[config.mk]
export PLATFORM = sky130hd
export DESIGN_NAME = sfc_feature_ctrl
export DESIGN_NICKNAME = d
export VERILOG_FILES = /design/src/inc/sfc_pkg.sv /design/src/rtl/sfc_feature_ctrl.sv /design/src/rtl/sfc_hist_mem.sv /design/src/rtl/sfc_wc_policy.sv
export SDC_FILE = /design/constraint.sdc
export NUM_CORES = 1
export LEC_CHECK = 0
export ABC_CLOCK_PERIOD_IN_PS = 4750
export BUFFER_PORTS_ARGS = -buffer_cell sky130_fd_sc_hd__buf_2
export CELL_PAD_IN_SITES_DETAIL_PLACEMENT = 1
export CELL_PAD_IN_SITES_GLOBAL_PLACEMENT = 2
export CORE_MARGIN = 8
export CORE_UTILIZATION = 30
export DETAILED_ROUTE_END_ITERATION = 16
export PLACE_DENSITY_LB_ADDON = 0.1
export SYNTH_ARGS = -nofsm -noshare
export SYNTH_HDL_FRONTEND = slang
export SYNTH_SLANG_ARGS = --single-unit
[constraint.sdc]
create_clock -name pclk -period 4.75 [get_ports pclk]
set_input_delay 0.2375 -clock pclk [delete_from_list [all_inputs] [get_ports pclk]]
set_output_delay 0.2375 -clock pclk [all_outputs]
set_load 0.005 [all_outputs]
[src/inc/sfc_pkg.sv]
package sfc_pkg;
    // Register byte offsets on the APB port
    localparam logic [7:0] SFC_OFF_FUNC = 8'h00;
    localparam logic [7:0] SFC_OFF_FEAT = 8'h04;
    localparam logic [7:0] SFC_OFF_STATE = 8'h08;
    localparam logic [7:0] SFC_OFF_OPT = 8'h0C;
    localparam logic [7:0] SFC_OFF_GO = 8'h10;
    localparam logic [7:0] SFC_OFF_RESULT = 8'h14;
    localparam logic [7:0] SFC_OFF_WCSTAT = 8'h18;
    localparam logic [7:0] SFC_OFF_INTERVAL = 8'h1C;
    localparam logic [7:0] SFC_OFF_SETFEAT = 8'h20;
    localparam logic [7:0] SFC_OFF_QADDR = 8'h24;
    localparam logic [7:0] SFC_OFF_QDATA = 8'h28;

    // Field positions
    localparam int SFC_GO_BIT = 0;
    localparam int SFC_PERSIST_BIT = 0;
    localparam int SFC_SF_WC_BIT = 0;
    localparam int SFC_WCSTAT_ACT_BIT = 16;
    localparam int SFC_WCSTAT_SF_BIT = 17;
    localparam int SFC_WCSTAT_RO_BIT = 18;
    localparam int SFC_WCSTAT_BUSY_BIT = 31;

    // Function codes
    localparam logic [15:0] SFC_FN_SET = 16'h0001;
    localparam logic [15:0] SFC_FN_GET = 16'h0002;
    localparam logic [15:0] SFC_FN_FLAGS = 16'h0003;

    // Feature codes
    localparam logic [15:0] SFC_FT_WCACHE = 16'h0001;
    localparam logic [15:0] SFC_FT_REORDER = 16'h0002;
    localparam logic [15:0] SFC_FT_INTERVAL = 16'h0003;

    // Feature states
    localparam logic [15:0] SFC_WC_BY_SF = 16'h0001;
    localparam logic [15:0] SFC_WC_FORCE_ON = 16'h0002;
    localparam logic [15:0] SFC_WC_FORCE_OFF = 16'h0003;
    localparam logic [15:0] SFC_RO_EN = 16'h0001;
    localparam logic [15:0] SFC_RO_DIS = 16'h0002;
    localparam logic [15:0] SFC_INTERVAL_BAD = 16'h0000;

    // Reset values
    localparam logic [15:0] SFC_WC_RST = 16'h0001;
    localparam logic [15:0] SFC_INTERVAL_RST = 16'h0001;
    localparam logic SFC_SF_WC_RST = 1'b1;

    // Task-file answers
    localparam logic [7:0] SFC_ERR_OK = 8'h00;
    localparam logic [7:0] SFC_ERR_ABORT = 8'h04;
    localparam logic [7:0] SFC_STAT_OK = 8'h50;
    localparam logic [7:0] SFC_STAT_ERR = 8'h51;

    // History queue
    localparam int SFC_QAW = 7;
    localparam int SFC_QDEPTH = 128;
    localparam logic [6:0] SFC_QLAST = 7'h7F;
    localparam logic [7:0] SFC_QMARK = 8'h80;
endpackage : sfc_pkg

[src/rtl/sfc_feature_ctrl.sv]
// Summary of operation
// Host gives function, feature, state, flags
// Flag bit 0 persists; hard reset restores
// Get state: low byte count, high number
// Get flags: low byte count, high number
// Success gives error 00h, status 50h
// Feature 1: by set-features, on, off
// Forced cache state overrides set-features
// Set-features accepted but ignored when forced
// Identify word 85 bit 5 shows cache
// Cache policy defaults to set-features
// Feature 2 reordering, enabled by default
// Disable reordering accepted, silently ignored
// Feature 3 interval, zero invalid
// Interval set resets queue, index zero
// Other queue locations filled with 80h
// Sampling period and limits untouched
// Logging interval defaults to one minute
// Unknown function or feature is aborted
//
// Decided for this implementation: the APB slave port and the placing of the registers.
module sfc_feature_ctrl
    import sfc_pkg::*;
(
    input wire logic pclk,
    input wire logic presetn,
    input wire logic [7:0] paddr,
    input wire logic psel,
    input wire logic penable,
    input wire logic pwrite,
    input wire logic [31:0] pwdata,
    output logic [31:0] prdata,
    output logic pready,
    output logic pslverr,
    input wire logic hard_reset,
    input wire logic [7:0] cur_temp,
    input wire logic log_wr,
    input wire logic [7:0] log_temp,
    output logic wc_enable,
    output logic id_w85_wc,
    output logic reorder_en,
    output logic [15:0] log_interval,
    output logic [6:0] queue_index,
    output logic queue_busy
);
    typedef enum logic [0:0] {S_IDLE, S_FILL} sfc_fill_e;

    function automatic logic feat_known(input logic [15:0] f);
        feat_known = (f == SFC_FT_WCACHE) || (f == SFC_FT_REORDER) || (f == SFC_FT_INTERVAL);
    endfunction : feat_known

    function automatic logic addr_known(input logic [7:0] a);
        addr_known = (a[1:0] == 2'b00) && (a <= SFC_OFF_QDATA);
    endfunction : addr_known

    logic [15:0] func_reg, feat_reg, state_reg, opt_reg;
    logic [7:0] res_err_reg, res_stat_reg, res_sc_reg, res_sn_reg;
    logic [15:0] wc_pol_reg, wc_pol_nv_reg, int_reg, int_nv_reg;
    logic wc_flag_reg, int_flag_reg, ro_flag_reg;
    logic [6:0] qidx_reg, fill_cnt_reg, qaddr_reg;
    sfc_fill_e fsm_reg;
    logic apb_wr, apb_setup, go, start_fill, sf_req, sf_wc;
    logic cmd_ok, do_wc, do_int, do_ro;
    logic [15:0] ret_word;
    logic ret_valid;
    logic mem_we;
    logic [6:0] mem_waddr;
    logic [7:0] mem_wdata, mem_rdata;
    logic [31:0] rd_mux;

    assign apb_wr = psel && penable && pwrite;
    assign apb_setup = psel && !penable;
    // Commands arriving mid-fill are dropped; software polls the busy bit
    assign go = apb_wr && (paddr == SFC_OFF_GO) && pwdata[SFC_GO_BIT] && (fsm_reg == S_IDLE);
    assign sf_req = apb_wr && (paddr == SFC_OFF_SETFEAT);
    assign pready = 1'b1;
    assign pslverr = psel && penable && !addr_known(paddr);

    // command words
    always_ff @(posedge pclk or negedge presetn) begin
        if (!presetn) begin
            func_reg <= 16'h0000;
            feat_reg <= 16'h0000;
            state_reg <= 16'h0000;
            opt_reg <= 16'h0000;
            qaddr_reg <= 7'h00;
        end else if (apb_wr) begin
            case (paddr)
                SFC_OFF_FUNC: func_reg <= pwdata[15:0];
                SFC_OFF_FEAT: feat_reg <= pwdata[15:0];
                SFC_OFF_STATE: state_reg <= pwdata[15:0];
                SFC_OFF_OPT: opt_reg <= pwdata[15:0];
                SFC_OFF_QADDR: qaddr_reg <= pwdata[6:0];
                default: ;
            endcase
        end
    end

    // decode and abort
    always_comb begin
        cmd_ok = 1'b0;
        do_wc = 1'b0;
        do_int = 1'b0;
        do_ro = 1'b0;
        ret_word = 16'h0000;
        ret_valid = 1'b0;
        case (func_reg)
            SFC_FN_SET: begin
                case (feat_reg)
                    // cache policy states
                    SFC_FT_WCACHE: begin
                        cmd_ok = (state_reg == SFC_WC_BY_SF) || (state_reg == SFC_WC_FORCE_ON)
                            || (state_reg == SFC_WC_FORCE_OFF);
                        do_wc = cmd_ok;
                    end
                    // reordering states
                    SFC_FT_REORDER: begin
                        cmd_ok = (state_reg == SFC_RO_EN) || (state_reg == SFC_RO_DIS);
                        do_ro = cmd_ok;
                    end
                    // zero interval invalid
                    SFC_FT_INTERVAL: begin
                        cmd_ok = (state_reg != SFC_INTERVAL_BAD);
                        do_int = cmd_ok;
                    end
                    default: cmd_ok = 1'b0;
                endcase
            end
            SFC_FN_GET: begin
                cmd_ok = feat_known(feat_reg);
                ret_valid = cmd_ok;
                case (feat_reg)
                    SFC_FT_WCACHE: ret_word = wc_pol_reg;
                    // always reports enabled
                    SFC_FT_REORDER: ret_word = SFC_RO_EN;
                    SFC_FT_INTERVAL: ret_word = int_reg;
                    default: ret_word = 16'h0000;
                endcase
            end
            SFC_FN_FLAGS: begin
                cmd_ok = feat_known(feat_reg);
                ret_valid = cmd_ok;
                case (feat_reg)
                    SFC_FT_WCACHE: ret_word = {15'h0000, wc_flag_reg};
                    SFC_FT_REORDER: ret_word = {15'h0000, ro_flag_reg};
                    SFC_FT_INTERVAL: ret_word = {15'h0000, int_flag_reg};
                    default: ret_word = 16'h0000;
                endcase
            end
            default: cmd_ok = 1'b0;
        endcase
    end

    // task-file answer
    always_ff @(posedge pclk or negedge presetn) begin
        if (!presetn) begin
            res_err_reg <= SFC_ERR_OK;
            res_stat_reg <= SFC_STAT_OK;
            res_sc_reg <= 8'h00;
            res_sn_reg <= 8'h00;
        end else if (go) begin
            res_err_reg <= cmd_ok ? SFC_ERR_OK : SFC_ERR_ABORT;
            res_stat_reg <= cmd_ok ? SFC_STAT_OK : SFC_STAT_ERR;
            res_sc_reg <= ret_valid ? ret_word[7:0] : 8'h00;
            res_sn_reg <= ret_valid ? ret_word[15:8] : 8'h00;
        end
    end

    // cache policy, volatile or kept
    always_ff @(posedge pclk or negedge presetn) begin
        if (!presetn) begin
            wc_pol_reg <= SFC_WC_RST;
            wc_pol_nv_reg <= SFC_WC_RST;
            wc_flag_reg <= 1'b0;
        end else if (go && do_wc) begin
            wc_pol_reg <= state_reg;
            wc_flag_reg <= opt_reg[SFC_PERSIST_BIT];
            if (opt_reg[SFC_PERSIST_BIT]) begin
                wc_pol_nv_reg <= state_reg;
            end
        end else if (hard_reset) begin
            wc_pol_reg <= wc_pol_nv_reg;
        end
    end

    // logging interval, volatile or kept
    always_ff @(posedge pclk or negedge presetn) begin
        if (!presetn) begin
            int_reg <= SFC_INTERVAL_RST;
            int_nv_reg <= SFC_INTERVAL_RST;
            int_flag_reg <= 1'b0;
        end else if (go && do_int) begin
            int_reg <= state_reg;
            int_flag_reg <= opt_reg[SFC_PERSIST_BIT];
            if (opt_reg[SFC_PERSIST_BIT]) begin
                int_nv_reg <= state_reg;
            end
        end else if (hard_reset) begin
            int_reg <= int_nv_reg;
        end
    end

    // only the flag is kept, reordering stays on
    always_ff @(posedge pclk or negedge presetn) begin
        if (!presetn) begin
            ro_flag_reg <= 1'b0;
        end else if (go && do_ro) begin
            ro_flag_reg <= opt_reg[SFC_PERSIST_BIT];
        end
    end

    assign start_fill = go && do_int;

    // queue reset touches only queue and index
    always_ff @(posedge pclk or negedge presetn) begin
        if (!presetn) begin
            fsm_reg <= S_IDLE;
            fill_cnt_reg <= 7'h00;
            qidx_reg <= 7'h00;
        end else begin
            case (fsm_reg)
                S_IDLE: begin
                    if (start_fill) begin
                        fsm_reg <= S_FILL;
                        fill_cnt_reg <= 7'h01;
                        qidx_reg <= 7'h00;
                    end else if (log_wr) begin
                        qidx_reg <= qidx_reg + 7'h01;
                    end
                end
                S_FILL: begin
                    fill_cnt_reg <= fill_cnt_reg + 7'h01;
                    if (fill_cnt_reg == SFC_QLAST) begin
                        fsm_reg <= S_IDLE;
                    end
                end
                default: fsm_reg <= S_IDLE;
            endcase
        end
    end

    // marker fill, one location a cycle
    always_comb begin
        mem_we = 1'b0;
        mem_waddr = qidx_reg + 7'h01;
        mem_wdata = log_temp;
        if (fsm_reg == S_FILL) begin
            mem_we = 1'b1;
            mem_waddr = fill_cnt_reg;
            mem_wdata = SFC_QMARK;
        end else if (start_fill) begin
            mem_we = 1'b1;
            mem_waddr = 7'h00;
            mem_wdata = cur_temp;
        end else if (log_wr) begin
            mem_we = 1'b1;
        end
    end

    sfc_hist_mem u_mem (
        .pclk(pclk),
        .we(mem_we),
        .waddr(mem_waddr),
        .wdata(mem_wdata),
        .raddr(qaddr_reg),
        .rdata(mem_rdata)
    );

    sfc_wc_policy u_wc (
        .pclk(pclk),
        .presetn(presetn),
        .policy(wc_pol_reg),
        .sf_req(sf_req),
        .sf_val(pwdata[SFC_SF_WC_BIT]),
        .wc_on(wc_enable),
        .sf_wc(sf_wc)
    );

    // identify bit follows real state
    assign id_w85_wc = wc_enable;
    assign reorder_en = 1'b1;
    assign log_interval = int_reg;
    assign queue_index = qidx_reg;
    assign queue_busy = (fsm_reg == S_FILL);

    always_comb begin
        case (paddr)
            SFC_OFF_FUNC: rd_mux = {16'h0000, func_reg};
            SFC_OFF_FEAT: rd_mux = {16'h0000, feat_reg};
            SFC_OFF_STATE: rd_mux = {16'h0000, state_reg};
            SFC_OFF_OPT: rd_mux = {16'h0000, opt_reg};
            SFC_OFF_RESULT: rd_mux = {res_sn_reg, res_sc_reg, res_stat_reg, res_err_reg};
            SFC_OFF_WCSTAT: begin
                rd_mux = {16'h0000, wc_pol_reg};
                rd_mux[SFC_WCSTAT_ACT_BIT] = wc_enable;
                rd_mux[SFC_WCSTAT_SF_BIT] = sf_wc;
                rd_mux[SFC_WCSTAT_RO_BIT] = reorder_en;
                rd_mux[SFC_WCSTAT_BUSY_BIT] = queue_busy;
            end
            SFC_OFF_INTERVAL: rd_mux = {16'h0000, int_reg};
            SFC_OFF_SETFEAT: rd_mux = {31'h0000_0000, sf_wc};
            SFC_OFF_QADDR: rd_mux = {25'h000_0000, qaddr_reg};
            SFC_OFF_QDATA: rd_mux = {24'h00_0000, mem_rdata};
            default: rd_mux = 32'h0000_0000;
        endcase
    end

    // Sampled in setup so access phase has no wait state
    always_ff @(posedge pclk or negedge presetn) begin
        if (!presetn) begin
            prdata <= 32'h0000_0000;
        end else if (apb_setup && !pwrite) begin
            prdata <= rd_mux;
        end
    end

    property p_get_wc;
        @(posedge pclk) disable iff (!presetn)
        go && func_reg == SFC_FN_GET && feat_reg == SFC_FT_WCACHE
            |=> res_sc_reg == $past(wc_pol_reg[7:0]) && res_sn_reg == $past(wc_pol_reg[15:8]);
    endproperty
    a_get_wc: assert property (p_get_wc) else $error("get state bytes wrong");

    property p_flags;
        @(posedge pclk) disable iff (!presetn)
        go && func_reg == SFC_FN_FLAGS && feat_reg == SFC_FT_INTERVAL
            |=> res_sc_reg == {7'h00, $past(int_flag_reg)} && res_sn_reg == 8'h00;
    endproperty
    a_flags: assert property (p_flags) else $error("option flag bytes wrong");

    property p_ok;
        @(posedge pclk) disable iff (!presetn)
        go && cmd_ok |=> res_err_reg == SFC_ERR_OK && res_stat_reg == SFC_STAT_OK;
    endproperty
    a_ok: assert property (p_ok) else $error("success answer wrong");

    property p_abort;
        @(posedge pclk) disable iff (!presetn)
        go && !feat_known(feat_reg)
            |=> res_err_reg == SFC_ERR_ABORT && res_stat_reg == SFC_STAT_ERR;
    endproperty
    a_abort: assert property (p_abort) else $error("unknown feature not aborted");

    property p_forced;
        @(posedge pclk) disable iff (!presetn)
        (wc_pol_reg == SFC_WC_FORCE_OFF) [*2] |-> !wc_enable && !id_w85_wc;
    endproperty
    a_forced: assert property (p_forced) else $error("cache not held off");

    property p_int_zero;
        @(posedge pclk) disable iff (!presetn)
        go && func_reg == SFC_FN_SET && feat_reg == SFC_FT_INTERVAL && state_reg == 16'h0000
            |=> int_reg == $past(int_reg) && !queue_busy;
    endproperty
    a_int_zero: assert property (p_int_zero) else $error("zero interval taken");

    property p_fill_start;
        @(posedge pclk) disable iff (!presetn)
        start_fill |-> mem_we && mem_waddr == 7'h00 && mem_wdata == cur_temp
            ##1 queue_index == 7'h00 && queue_busy;
    endproperty
    a_fill_start: assert property (p_fill_start) else $error("queue reset start wrong");

    property p_fill_len;
        @(posedge pclk) disable iff (!presetn)
        start_fill |-> ##127 (queue_busy && mem_wdata == SFC_QMARK) ##1 !queue_busy;
    endproperty
    a_fill_len: assert property (p_fill_len) else $error("marker fill length wrong");

    property p_volatile;
        @(posedge pclk) disable iff (!presetn)
        hard_reset && !go |=> wc_pol_reg == $past(wc_pol_nv_reg) && int_reg == $past(int_nv_reg);
    endproperty
    a_volatile: assert property (p_volatile) else $error("hard reset restore wrong");

    c_fill: cover property (@(posedge pclk) disable iff (!presetn) start_fill ##128 !queue_busy);
    c_force: cover property (@(posedge pclk) disable iff (!presetn)
        go && do_wc && state_reg == SFC_WC_FORCE_ON);
    c_abort: cover property (@(posedge pclk) disable iff (!presetn) go && !cmd_ok);
    c_hard: cover property (@(posedge pclk) disable iff (!presetn) hard_reset);
endmodule : sfc_feature_ctrl

[src/rtl/sfc_hist_mem.sv]
module sfc_hist_mem
    import sfc_pkg::*;
(
    input wire logic pclk,
    input wire logic we,
    input wire logic [SFC_QAW-1:0] waddr,
    input wire logic [7:0] wdata,
    input wire logic [SFC_QAW-1:0] raddr,
    output logic [7:0] rdata
);
    logic [7:0] mem [0:SFC_QDEPTH-1];

    // No reset: contents are defined by the first queue reset
    always_ff @(posedge pclk) begin
        if (we) begin
            mem[waddr] <= wdata;
        end
    end

    always_ff @(posedge pclk) begin
        rdata <= mem[raddr];
    end
endmodule : sfc_hist_mem

[src/rtl/sfc_wc_policy.sv]
module sfc_wc_policy
    import sfc_pkg::*;
(
    input wire logic pclk,
    input wire logic presetn,
    input wire logic [15:0] policy,
    input wire logic sf_req,
    input wire logic sf_val,
    output logic wc_on,
    output logic sf_wc
);
    logic forced;

    assign forced = (policy != SFC_WC_BY_SF);

    // forced ignores set-features
    always_ff @(posedge pclk or negedge presetn) begin
        if (!presetn) begin
            sf_wc <= SFC_SF_WC_RST;
        end else if (sf_req && !forced) begin
            sf_wc <= sf_val;
        end
    end

    // forced state wins
    always_ff @(posedge pclk or negedge presetn) begin
        if (!presetn) begin
            wc_on <= SFC_SF_WC_RST;
        end else begin
            case (policy)
                SFC_WC_FORCE_ON: wc_on <= 1'b1;
                SFC_WC_FORCE_OFF: wc_on <= 1'b0;
                default: wc_on <= sf_wc;
            endcase
        end
    end

    property p_sf_forced;
        @(posedge pclk) disable iff (!presetn)
        sf_req && forced |=> sf_wc == $past(sf_wc);
    endproperty
    a_sf_forced: assert property (p_sf_forced) else $error("forced cache changed");
endmodule : sfc_wc_policy

# --- Word level (Yosys, flattened, before mapping) ---
# Memory sizes are Yosys's and may differ from the RTL's. A register that Yosys moved wholly into a read port is not among the register bits.
# Cells that the tools add are included.
word_totals:
  ff_bits: 219
  ram_bits: 1024
  in_bits: 63
  out_inout_bits: 61
  word_cells: 126
  n_memories: 1
classes:
  add_sub_neg: 2
  magnitude_cmp: 1
  n_eq_ne: 24
  mux: 38
  bitwise_logic: 1
  n_reduce_logical: 37
memory_table:
  columns: ["memory", "depth", "word_bits", "read_ports", "rd_clocked_by_memory_dff", "wr", "line_no", "rtl"]
  rows:
  - ["u_mem.mem", 128, 8, 1, 1, 1, "sfc_hist_mem.sv:11", "logic [7:0] mem [0:SFC_QDEPTH-1];"]
ops:
  columns: ["operator", "count"]
  rows:
  - ["$pmux 32 s10", 1]
  - ["$eq 16x2->1 const B", 8]
  - ["$mux 16", 4]
  - ["$eq 16x1->1 const B", 3]
  - ["$pmux 16 s3", 1]
  - ["$mux 7", 5]
  - ["$eq 8x5->1 const B", 4]
  - ["$mux 8", 4]
  - ["$pmux 16 s2", 1]
  - ["$eq 8x6->1 const B", 3]
  - ["$eq 8x4->1 const B", 2]
  - ["$ne 16x1->1 const B", 1]
  - ["$reduce_and 2->1", 8]
  - ["$reduce_bool 16->1", 1]
  - ["$mux 1", 15]
  - ["$add 7x1->7 const B", 2]
  - ["$logic_and 1x1->1", 14]
  - ["$pmux 7 s2", 1]
  - ["$eq 8x3->1 const B", 1]
  - ["$le 8x6->1 const B", 1]
  - ["$logic_not 8->1", 1]
  - ["$eq 7x7->1 const B", 1]
  - ["$pmux 1 s2", 3]
  - ["$pmux 1 s3", 2]
  - ["8 further kinds", 16]

# --- Depth between registers and ports, before layout ---
# Gate-level depths: netlist of run 1.
logic_depth:
  ltp_word: 10
  ltp_mapped: 11
  mapped_depth_nobuf: 7

# --- Modules after synthesis ---
# A second synthesis of run 1 with hierarchy kept.
hier_totals:
  cells_unflattened: 2537
  hier_area_um2: 49362.3
modules_own_cells:
  columns: ["module", "instances", "cells_per_inst", "area_each_um2", "seq_area_each_um2"]
  rows:
  - ["sfc_hist_mem", 1, 1635, 39665.5, 30909.6]
  - ["sfc_feature_ctrl", 1, 889, 9566.7, 5059.9]
  - ["sfc_wc_policy", 1, 13, 130.1, 52.6]

# --- Worst setup path after synthesis of run 1 ---
# No wires, ideal clock.
synth_path:
  path_type: "reg-to-reg"
  from: "register state_reg[11]"
  to: "memory u_mem.mem[0][7], data pin"
  setup_time_ns: 0.511
  arrival_time_ns: 3.507
  t_required_ns: 4.239
  setup_slack_ns: 0.732
  path_stages_with_launch: 9
  n_path_buf: 2
  period_less_slack_ns: 4.018
  cell_sequence: "dfrtp_1 -> nor4_2 -> nand4_1 -> o2111a_4 -> buf_6 -> nand2_1 -> clkbuf_1 -> o21ai_0 -> nand2_1"
synth_between:
  elab_chain_cells: 6
synth_rtl:
  columns: ["element", "line_no", "rtl"]
  rows:
  - ["start, declared", "sfc_feature_ctrl.sv:56", "logic [15:0] func_reg, feat_reg, state_reg, opt_reg;"]
  - ["start signal, assigned", "sfc_feature_ctrl.sv:91", "SFC_OFF_STATE: state_reg <= pwdata[15:0];"]
  - ["$reduce_bool 16->1", "sfc_feature_ctrl.sv:123", "cmd_ok = (state_reg != SFC_INTERVAL_BAD);"]
  - ["$mux 1", "sfc_feature_ctrl.sv:109", "case (feat_reg)"]
  - ["$mux 1", "sfc_feature_ctrl.sv:107", "case (func_reg)"]
  - ["$logic_and 1x1->1", "sfc_feature_ctrl.sv:212", "assign start_fill = go && do_int;"]
  - ["$mux 8", "sfc_feature_ctrl.sv:251", "end else if (start_fill) begin"]
  - ["$mux 8", "sfc_feature_ctrl.sv:247", "if (fsm_reg == S_FILL) begin"]
  - ["named net mem_wdata[7]", "sfc_feature_ctrl.sv:68", "logic [7:0] mem_wdata, mem_rdata;"]
  - ["end, declared", "sfc_hist_mem.sv:11", null]
# The timed path passes the listed nets, and every way through them passes these cells.

# --- Worst setup path in the final report of run 1 ---
layout_path:
  from: "register func_reg[10]"
  to: "memory u_mem.mem[27][5] (enable)"
layout_between:
  elab_chain_cells: 7
  elab_cells_between_ends: 9
  cone_classes: "1 x eq/ne; 7 x mux; 1 x reduce/logical"
layout_rtl:
  columns: ["element", "line_no", "rtl"]
  rows:
  - ["start, declared", "sfc_feature_ctrl.sv:56", null]
  - ["start signal, assigned", "sfc_feature_ctrl.sv:89", "SFC_OFF_FUNC: func_reg <= pwdata[15:0];"]
  - ["$eq 16x1->1 *", "sfc_feature_ctrl.sv:107", null]
  - ["$mux 1 *", "sfc_feature_ctrl.sv:107", null]
  - ["$logic_and 1x1->1 *", "sfc_feature_ctrl.sv:212", null]
  - ["$mux 1", "sfc_feature_ctrl.sv:251", null]
  - ["$mux 1", "sfc_feature_ctrl.sv:247", null]
  - ["$mux 1", "sfc_hist_mem.sv:15", "if (we) begin"]
  - ["$mux 1 (not written as such)", "sfc_hist_mem.sv:16", "mem[waddr] <= wdata;"]
# Mark *: on every way between the ends. The rest lies on a longest branch, timed or not.

==> results of run 1 <==
[path summary, 6_finish.rpt]
kind | startpoint | to | slack, ns
setup / recovery | func_reg[10]$_DFFE_PN0P_ | u_mem.mem[27][5]$_DFFE_PP_ | 0.43
hold / removal | log_temp[5] | u_mem.mem[92][5]$_DFFE_PP_ | 0.08
setup reg to reg | func_reg[10]$_DFFE_PN0P_ | u_mem.mem[27][5]$_DFFE_PP_ | 0.43
hold reg to reg | prdata[10]$_DFFE_PN0P_ | prdata[10]$_DFFE_PN0P_ | 0.47
max in group asynchronous | presetn | qaddr_reg[1]$_DFFE_PN0P_ | 3.45
min in group asynchronous | presetn | prdata[29]$_DFFE_PN0P_ | 0.12
[worst max-delay path: stages (launching register included)]
cell	delay, ns
dfrtp_1	0.40
nor4_1	0.53
and4_1	0.39
and4b_1	0.60
buf_4	0.35
a2111oi_4	0.14
o211ai_1	1.03
nor2_1	0.49
[cells by family after synthesis]
| group | share of synthesized area [%] |
|---|---|
| xor gates and xnor gates | 0.175 |
| buffers and inverters | 2.05 |
| DFF | 71.9 |
| and+or+nand+nor | 4.89 |
| AOI/OAI and AO/OA | 7.40 |
| adders and majority gates | 0.0499 |
| muxes | 13.6 |
| other | 0.00748 |
[power groups by stage]
stage	Sequential [mW]	Clock, mW	Combinational [mW]
4_1_cts	12.1	11.2	1.62
5_1_grt	12.1	11.6	1.68
3_5_place_dp	12.3	0	1.60
3_3_place_gp	12.3	0	1.56
6_report	12.1	10.8	1.58
2_1_floorplan	12.3	0	0.755
[final cells by class]
type                    count  area [sq um]  share of cell area (%)
diodes                      2          5.00                 0.00853
clock buffers             186          3900                    6.64
clock inverters            72           703                    1.20
inverters                  17          63.8                   0.109
multi-input cells        1526         13200                    22.5
flip-flops and latches   1236         36000                    61.4
well taps                2204          2760                    4.70
repair buffers            264          2050                    3.49
[per-stage QoR]
step	setup slack, ns	total power, mW
2_1_floorplan	0.732	13.0
3_3_place_gp	0.475	13.8
3_5_place_dp	0.414	13.9
4_1_cts	0.397	24.9
5_1_grt	0.130	25.3
6_report	0.432	24.5
[cell usage in the layout, fill, tap and decap left out, drive strengths merged, types with 6 or more instances in the layout]
master,instances
bufinv,10
a222oi,9
o221ai,111
nor3b,18
nand3,15
a211oi,16
nor4,25
nand2,130
mux4,128
clkinv,53
a22o,14
buf,242
o22ai,63
a22oi,59
mux2i,289
a21oi,52
dlygate4sd3,22
o211ai,22
nand3b,8
dfrtp,198
and2,19
nor3,52
edfxtp,1024
inv,21
nor2,182
dfstp,6
a221oi,8
a31oi,8
a2111oi,7
and3,11
a21o,6
and4,6
o21ai,95
nand4,15
clkbuf,186
mux2,91
dfxtp,8
[timing repair]
item | in CTS | in global routing
hold buffers | 22 | 0
endpoints found under the setup margin | 0 | 0
hold endpoints to repair | 199 | 0
[layer usage]
layer  global-route usage, %  share of wire, %
met2                    30.4                51
met1                    22.3                43
met3                    2.56               3.3
met5                       0                 0
met4                    4.78               2.5
==> results.py, run 1 <==
metrics = {
    "finish": {
        "layout_top_registers": "u_mem.mem (1024), prdata (32)",
        "synthToLayoutAreaGrowth_pct": 17.1,
        "fillers": 16649,
        "largest_reg_flops": 1024,
        "finalNetCount": 3254,
        "postLayoutCoreUtil_pct": 35.3,
        "max_flop_register": "u_mem.mem",
        "postLayoutCellArea_sq_um": 58700,
        "drive_gt1_share_pct": 21.9,
        "stdcell_count": 5507,
    },
    "global_route": {
        "track_usage_pct": 17.3,
        "grt_pass1_wl_um": 227000,
        "gr-total-overflow": 0,
        "grt_max_degree": 129,
        "first_global_vias": 30494,
        "antenna_found_initial": 3,
    },
    "clock_tree": {
        "cts.path.max_buffers": 3,
        "tritoncts": "yes",
        "cts-root-buf": "clkbuf_16",
        "worstSkewPairLatency_ns": 0.77,
        "post_cts_buffers": 0,
        "clk_pin_slew_worst_paths_ns": 0.06,
        "cts_buffers": 144,
        "htreeDepth": 4,
        "clock-sinks": 1236,
        "cts_resized": 0,
    },
    "placement": {
        "hpwl_um": 104000,
        "port_buffers": 105,
        "dp_cells": 5225,
        "place_area_sq_um": 53900,
        "gp_congestion": 0.783,
    },
    "floorplanning": {
        "die_h_um": 425,
        "die-area_sq_um": 180000,
        "pin_count": 124,
        "num_rows": 150,
        "start_util_pct": 30.1,
        "core_sq_um": 166000,
        "fp.dieW_um": 425,
    },
    "sta": {
        "whs_ns": 0.0774,
        "rsz0062_at_grt": "no",
        "fin_skew_ns": 0.0343,
        "slew_headroom_pct": 11.5,
        "setup_violations": 0,
        "slew_viol_final": 0,
        "tightest_slew_ns": 1.32,
        "fmax_mhz": 232,
        "hold_viol_final": 0,
        "period_needed_ns": 4.32,
        "final.setup.tns_ns": 0,
        "finalCritPeriodShare_pct": 90.9,
    },
    "synth": {
        "synthCells": 2969,
        "synthTopCellsByArea": "edfxtp_1 (61%), dfrtp_1 (9.9%), mux2i_1 (5.8%)",
        "ys_warn_count": 0,
        "synth_edf_count": 1024,
        "ys_ff_latch": 1236,
        "seq_area_frac_synth_pct": 71.9,
        "synth_common_cells": "edfxtp_1 (1024), mux2i_1 (289), dfrtp_1 (198), nor2_1 (179), mux4_2 (128)",
        "synth_flop_cell": "edfxtp_1",
        "netlist.area_leader.share_pct": 61.3,
        "ys_async_sr_fraction_pct": 16.5,
        "yosysTopAreaCell": "edfxtp_1",
        "avgSynthCellArea_sq_um": 16.9,
        "synth_cell_types": 75,
        "synthesis.area_sq_um": 50100,
        "synth_most_common_cell": "edfxtp_1",
    },
    "worst_setup_path": {
        "crit_fanout": 11,
        "required_ns": 5.14,
        "start_kind": "register",
        "cp_data_arrival_time_ns": 4.71,
        "critPathCaptureType": "register",
        "reg2regPathDepth": 7,
        "critical_path_class": "register to register",
    },
    "route": {
        "totalWireLength_um": 159000,
        "drc_errors": 0,
        "vias": 28213,
        "avgViaCountPerCell": 5.12,
        "drtIter0Drc": 1972,
        "first_pass_iters": 5,
        "wl_per_cell_um": 28.8,
        "antenna_left": 0,
    },
    "hold_path": {
        "holdPathStages": 3,
        "hp-class": "input port to register",
    },
    "pwr": {
        "switching_share_pct": 23.4,
        "pwr-share-comb_pct": 6.5,
        "seq_power_share_pct": 49.3,
        "internal-power_mw": 18.7,
        "power.switching_mw": 5.72,
        "leakage_nw": 19.3,
        "peakVddDrop_uv": 359,
        "p_per_area_nw_per_um2": 417,
        "pwr-share-clk_pct": 44.2,
    },
    "run": {
        "cap_violations": 0,
    },
    "run_status": {
        "status": "completed",
    },
}
No activity file was read; power rests on OpenSTA's default activity.
==> run 2, diff against run 1 <==
--- a/config.mk
+++ b/config.mk
@@ -9,8 +9,8 @@
 export BUFFER_PORTS_ARGS = -buffer_cell sky130_fd_sc_hd__buf_2
 export CELL_PAD_IN_SITES_DETAIL_PLACEMENT = 1
 export CELL_PAD_IN_SITES_GLOBAL_PLACEMENT = 2
-export CORE_MARGIN = 8
-export CORE_UTILIZATION = 30
+export CORE_MARGIN = 2
+export CORE_UTILIZATION = 47
 export DETAILED_ROUTE_END_ITERATION = 16
 export PLACE_DENSITY_LB_ADDON = 0.1
 export SYNTH_ARGS = -nofsm -noshare
==> run 2 against run 1 <==
Non-clock buffer count decreased by 36. Cell count fell by 16%. Hold slack hardly changed. Critical path type unchanged. Largest power group unchanged. Highest routed layer is now met5.
==> results.py, run 2 (synthesis gave the netlist of run 1 again) <==
metrics = {
    "worst_setup_path": {
        "cp_data_arrival_time_ns": 4.43,
        "critical_path_class": "register to register",
        "worstPathCellList": "nor4_1 > and4_1 > and4b_1 > buf_4 > a221o_1 > o211ai_1 > nor2_1",
        "crit_path_max_incr_delay_ns": 0.91,
        "path_delay_family": "simple AND/OR/NAND/NOR gates",
        "r2r_slack_ns": 0.69,
        "worstSetupPathDepth": 7,
        "required_ns": 5.12,
        "cp_num_buf_inv": 1,
        "start_kind": "register",
        "critPathCaptureType": "register",
        "cp_slowest_cell": "nor2_1",
        "crit_fanout": 19,
        "reg2regPathDepth": 7,
    },
    "sta": {
        "hold_viol_final": 0,
        "slew_viol_final": 0,
        "slew_headroom_pct": 13.7,
        "setup_violations": 0,
        "final.setup.tns_ns": 0,
        "rsz0062_at_grt": "no",
        "fmax_mhz": 246,
        "finalCritPeriodShare_pct": 85.4,
        "fin_skew_ns": 0.0329,
        "tightest_slew_ns": 1.28,
        "period_needed_ns": 4.06,
    },
    "finish": {
        "layout_commonest_cell": "edfxtp_1",
        "largest_reg_flops": 1024,
        "layout_top_registers": "u_mem.mem (1024), prdata (32)",
        "fillers": 9535,
        "finalNetCount": 3207,
        "max_flop_register": "u_mem.mem",
        "drive_gt1_share_pct": 21.1,
        "layout_common_cells": "edfxtp_1 (1024), mux2i_1 (289), dfrtp_1 (193)",
        "synthToLayoutAreaGrowth_pct": 13.8,
    },
    "route": {
        "drtIter0Drc": 2556,
        "drc_errors": 0,
        "wl_per_cell_um": 30.4,
        "first_pass_iters": 5,
        "vias": 28585,
        "avgViaCountPerCell": 6.16,
        "antenna_left": 0,
        "totalWireLength_um": 141000,
    },
    "pwr": {
        "peakVddDrop_uv": 324,
        "power.total_mw": 23.7,
        "p_per_area_nw_per_um2": 415,
        "leakage_nw": 19.0,
    },
    "clock_tree": {
        "cts_resized": 0,
        "cts_buffers": 133,
        "cts-root-buf": "clkbuf_16",
        "clock-sinks": 1236,
        "worstSkewPairLatency_ns": 0.77,
        "cts.path.max_buffers": 3,
        "tritoncts": "yes",
        "clk_pin_slew_worst_paths_ns": 0.06,
        "htreeDepth": 4,
    },
    "global_route": {
        "grt_max_degree": 129,
        "track_usage_pct": 26.2,
        "first_global_vias": 29901,
        "antenna_found_initial": 2,
        "gr-total-overflow": 0,
        "grt_pass1_wl_um": 207000,
    },
    "floorplanning": {
        "die-area_sq_um": 109000,
        "pin_count": 124,
        "die_h_um": 331,
        "start_util_pct": 47.5,
        "num_rows": 119,
        "core_sq_um": 106000,
        "fp.dieW_um": 331,
    },
    "placement": {
        "gp_congestion": 0.818,
        "port_buffers": 105,
        "hpwl_um": 88600,
    },
    "run": {
        "cap_violations": 0,
    },
    "run_status": {
        "status": "completed",
    },
    "hold_path": {
        "holdPathStages": 5,
        "hp-class": "input port to register",
    },
}
==> run 2: area by class of cell <==
type | instances | area (sq um) | share of cell area, %
tap | 1391 | 1740 | 3.05
antenna | 2 | 5.00 | 0.00877
sequential | 1236 | 36000 | 63.2
clock inverter | 73 | 703 | 1.23
clock buffer | 169 | 3560 | 6.25
multi-input combinational | 1526 | 13200 | 23.1
timing repair buffer | 228 | 1740 | 3.05
inverter | 17 | 63.8 | 0.112
==> run 2: worst reg2reg max path: cells and delay by family (launching register included) <==
kind / cells / cell delay (ns)
AOI/OAI and AO/OA: 2 / 0.81
buffers and inverters: 1 / 0.37
DFF: 1 / 0.40
and+or+nand+nor: 4 / 2.09
==> run 2: report_power, final <==
| part | switching [mW] | leakage [nW] | internal, mW |
|---|---|---|---|
| logic | 1.09 | 4.82 | 0.404 |
| clock network | 4.34 | 2.08 | 5.80 |
| registers | 0.0980 | 12.1 | 12.0 |
| total | 5.53 | 19.0 | 18.2 |
==> run 2: path summary, 6_finish.rpt <==
path,to,from
max,u_mem.mem[30][4]$_DFFE_PP_,func_reg[13]$_DFFE_PN0P_
min,u_wc.sf_wc$_DFFE_PN1P_,paddr[0]
max reg2reg,u_mem.mem[30][4]$_DFFE_PP_,func_reg[13]$_DFFE_PN0P_
min reg2reg,prdata[14]$_DFFE_PN0P_,prdata[14]$_DFFE_PN0P_
max in group asynchronous,qaddr_reg[0]$_DFFE_PN0P_,presetn
min in group asynchronous,prdata[4]$_DFFE_PN0P_,presetn
==> run 2: per-layer routing <==
layer | track usage [%] | share of wire (%) | vias up
met4 | 9.01 | 3.1 | 2
met1 | 36.1 | 42 | 15175
met2 | 43.2 | 50 | 880
met3 | 3.57 | 5.1 | 239
li1 | - | - | 12289
met5 | 0 | 0.0057 | -
==> run 2: through the flow <==
step / hold WS (ns) / instance area, sq um / setup WS (ns) / instances / util (%)
2_1_floorplan: -0.0581 / 50100 / 0.732 / 2970 / -
5_1_grt: 0.0831 / 57000 / 0.524 / 4640 / 54.0
3_3_place_gp: 0.362 / 52600 / 0.801 / 4380 / 49.8
6_report: 0.0772 / 57000 / 0.693 / 4642 / 54.0
3_5_place_dp: 0.378 / 52600 / 0.683 / 4380 / 49.8
4_1_cts: 0.0262 / 57000 / 0.658 / 4640 / 54.0
==> run 2: timing repair <==
| action | in CTS | in global routing |
|---|---|---|
| hold buffers | 18 | 0 |
| hold endpoints to repair | 174 | 0 |
| setup buffers | 0 | 0 |
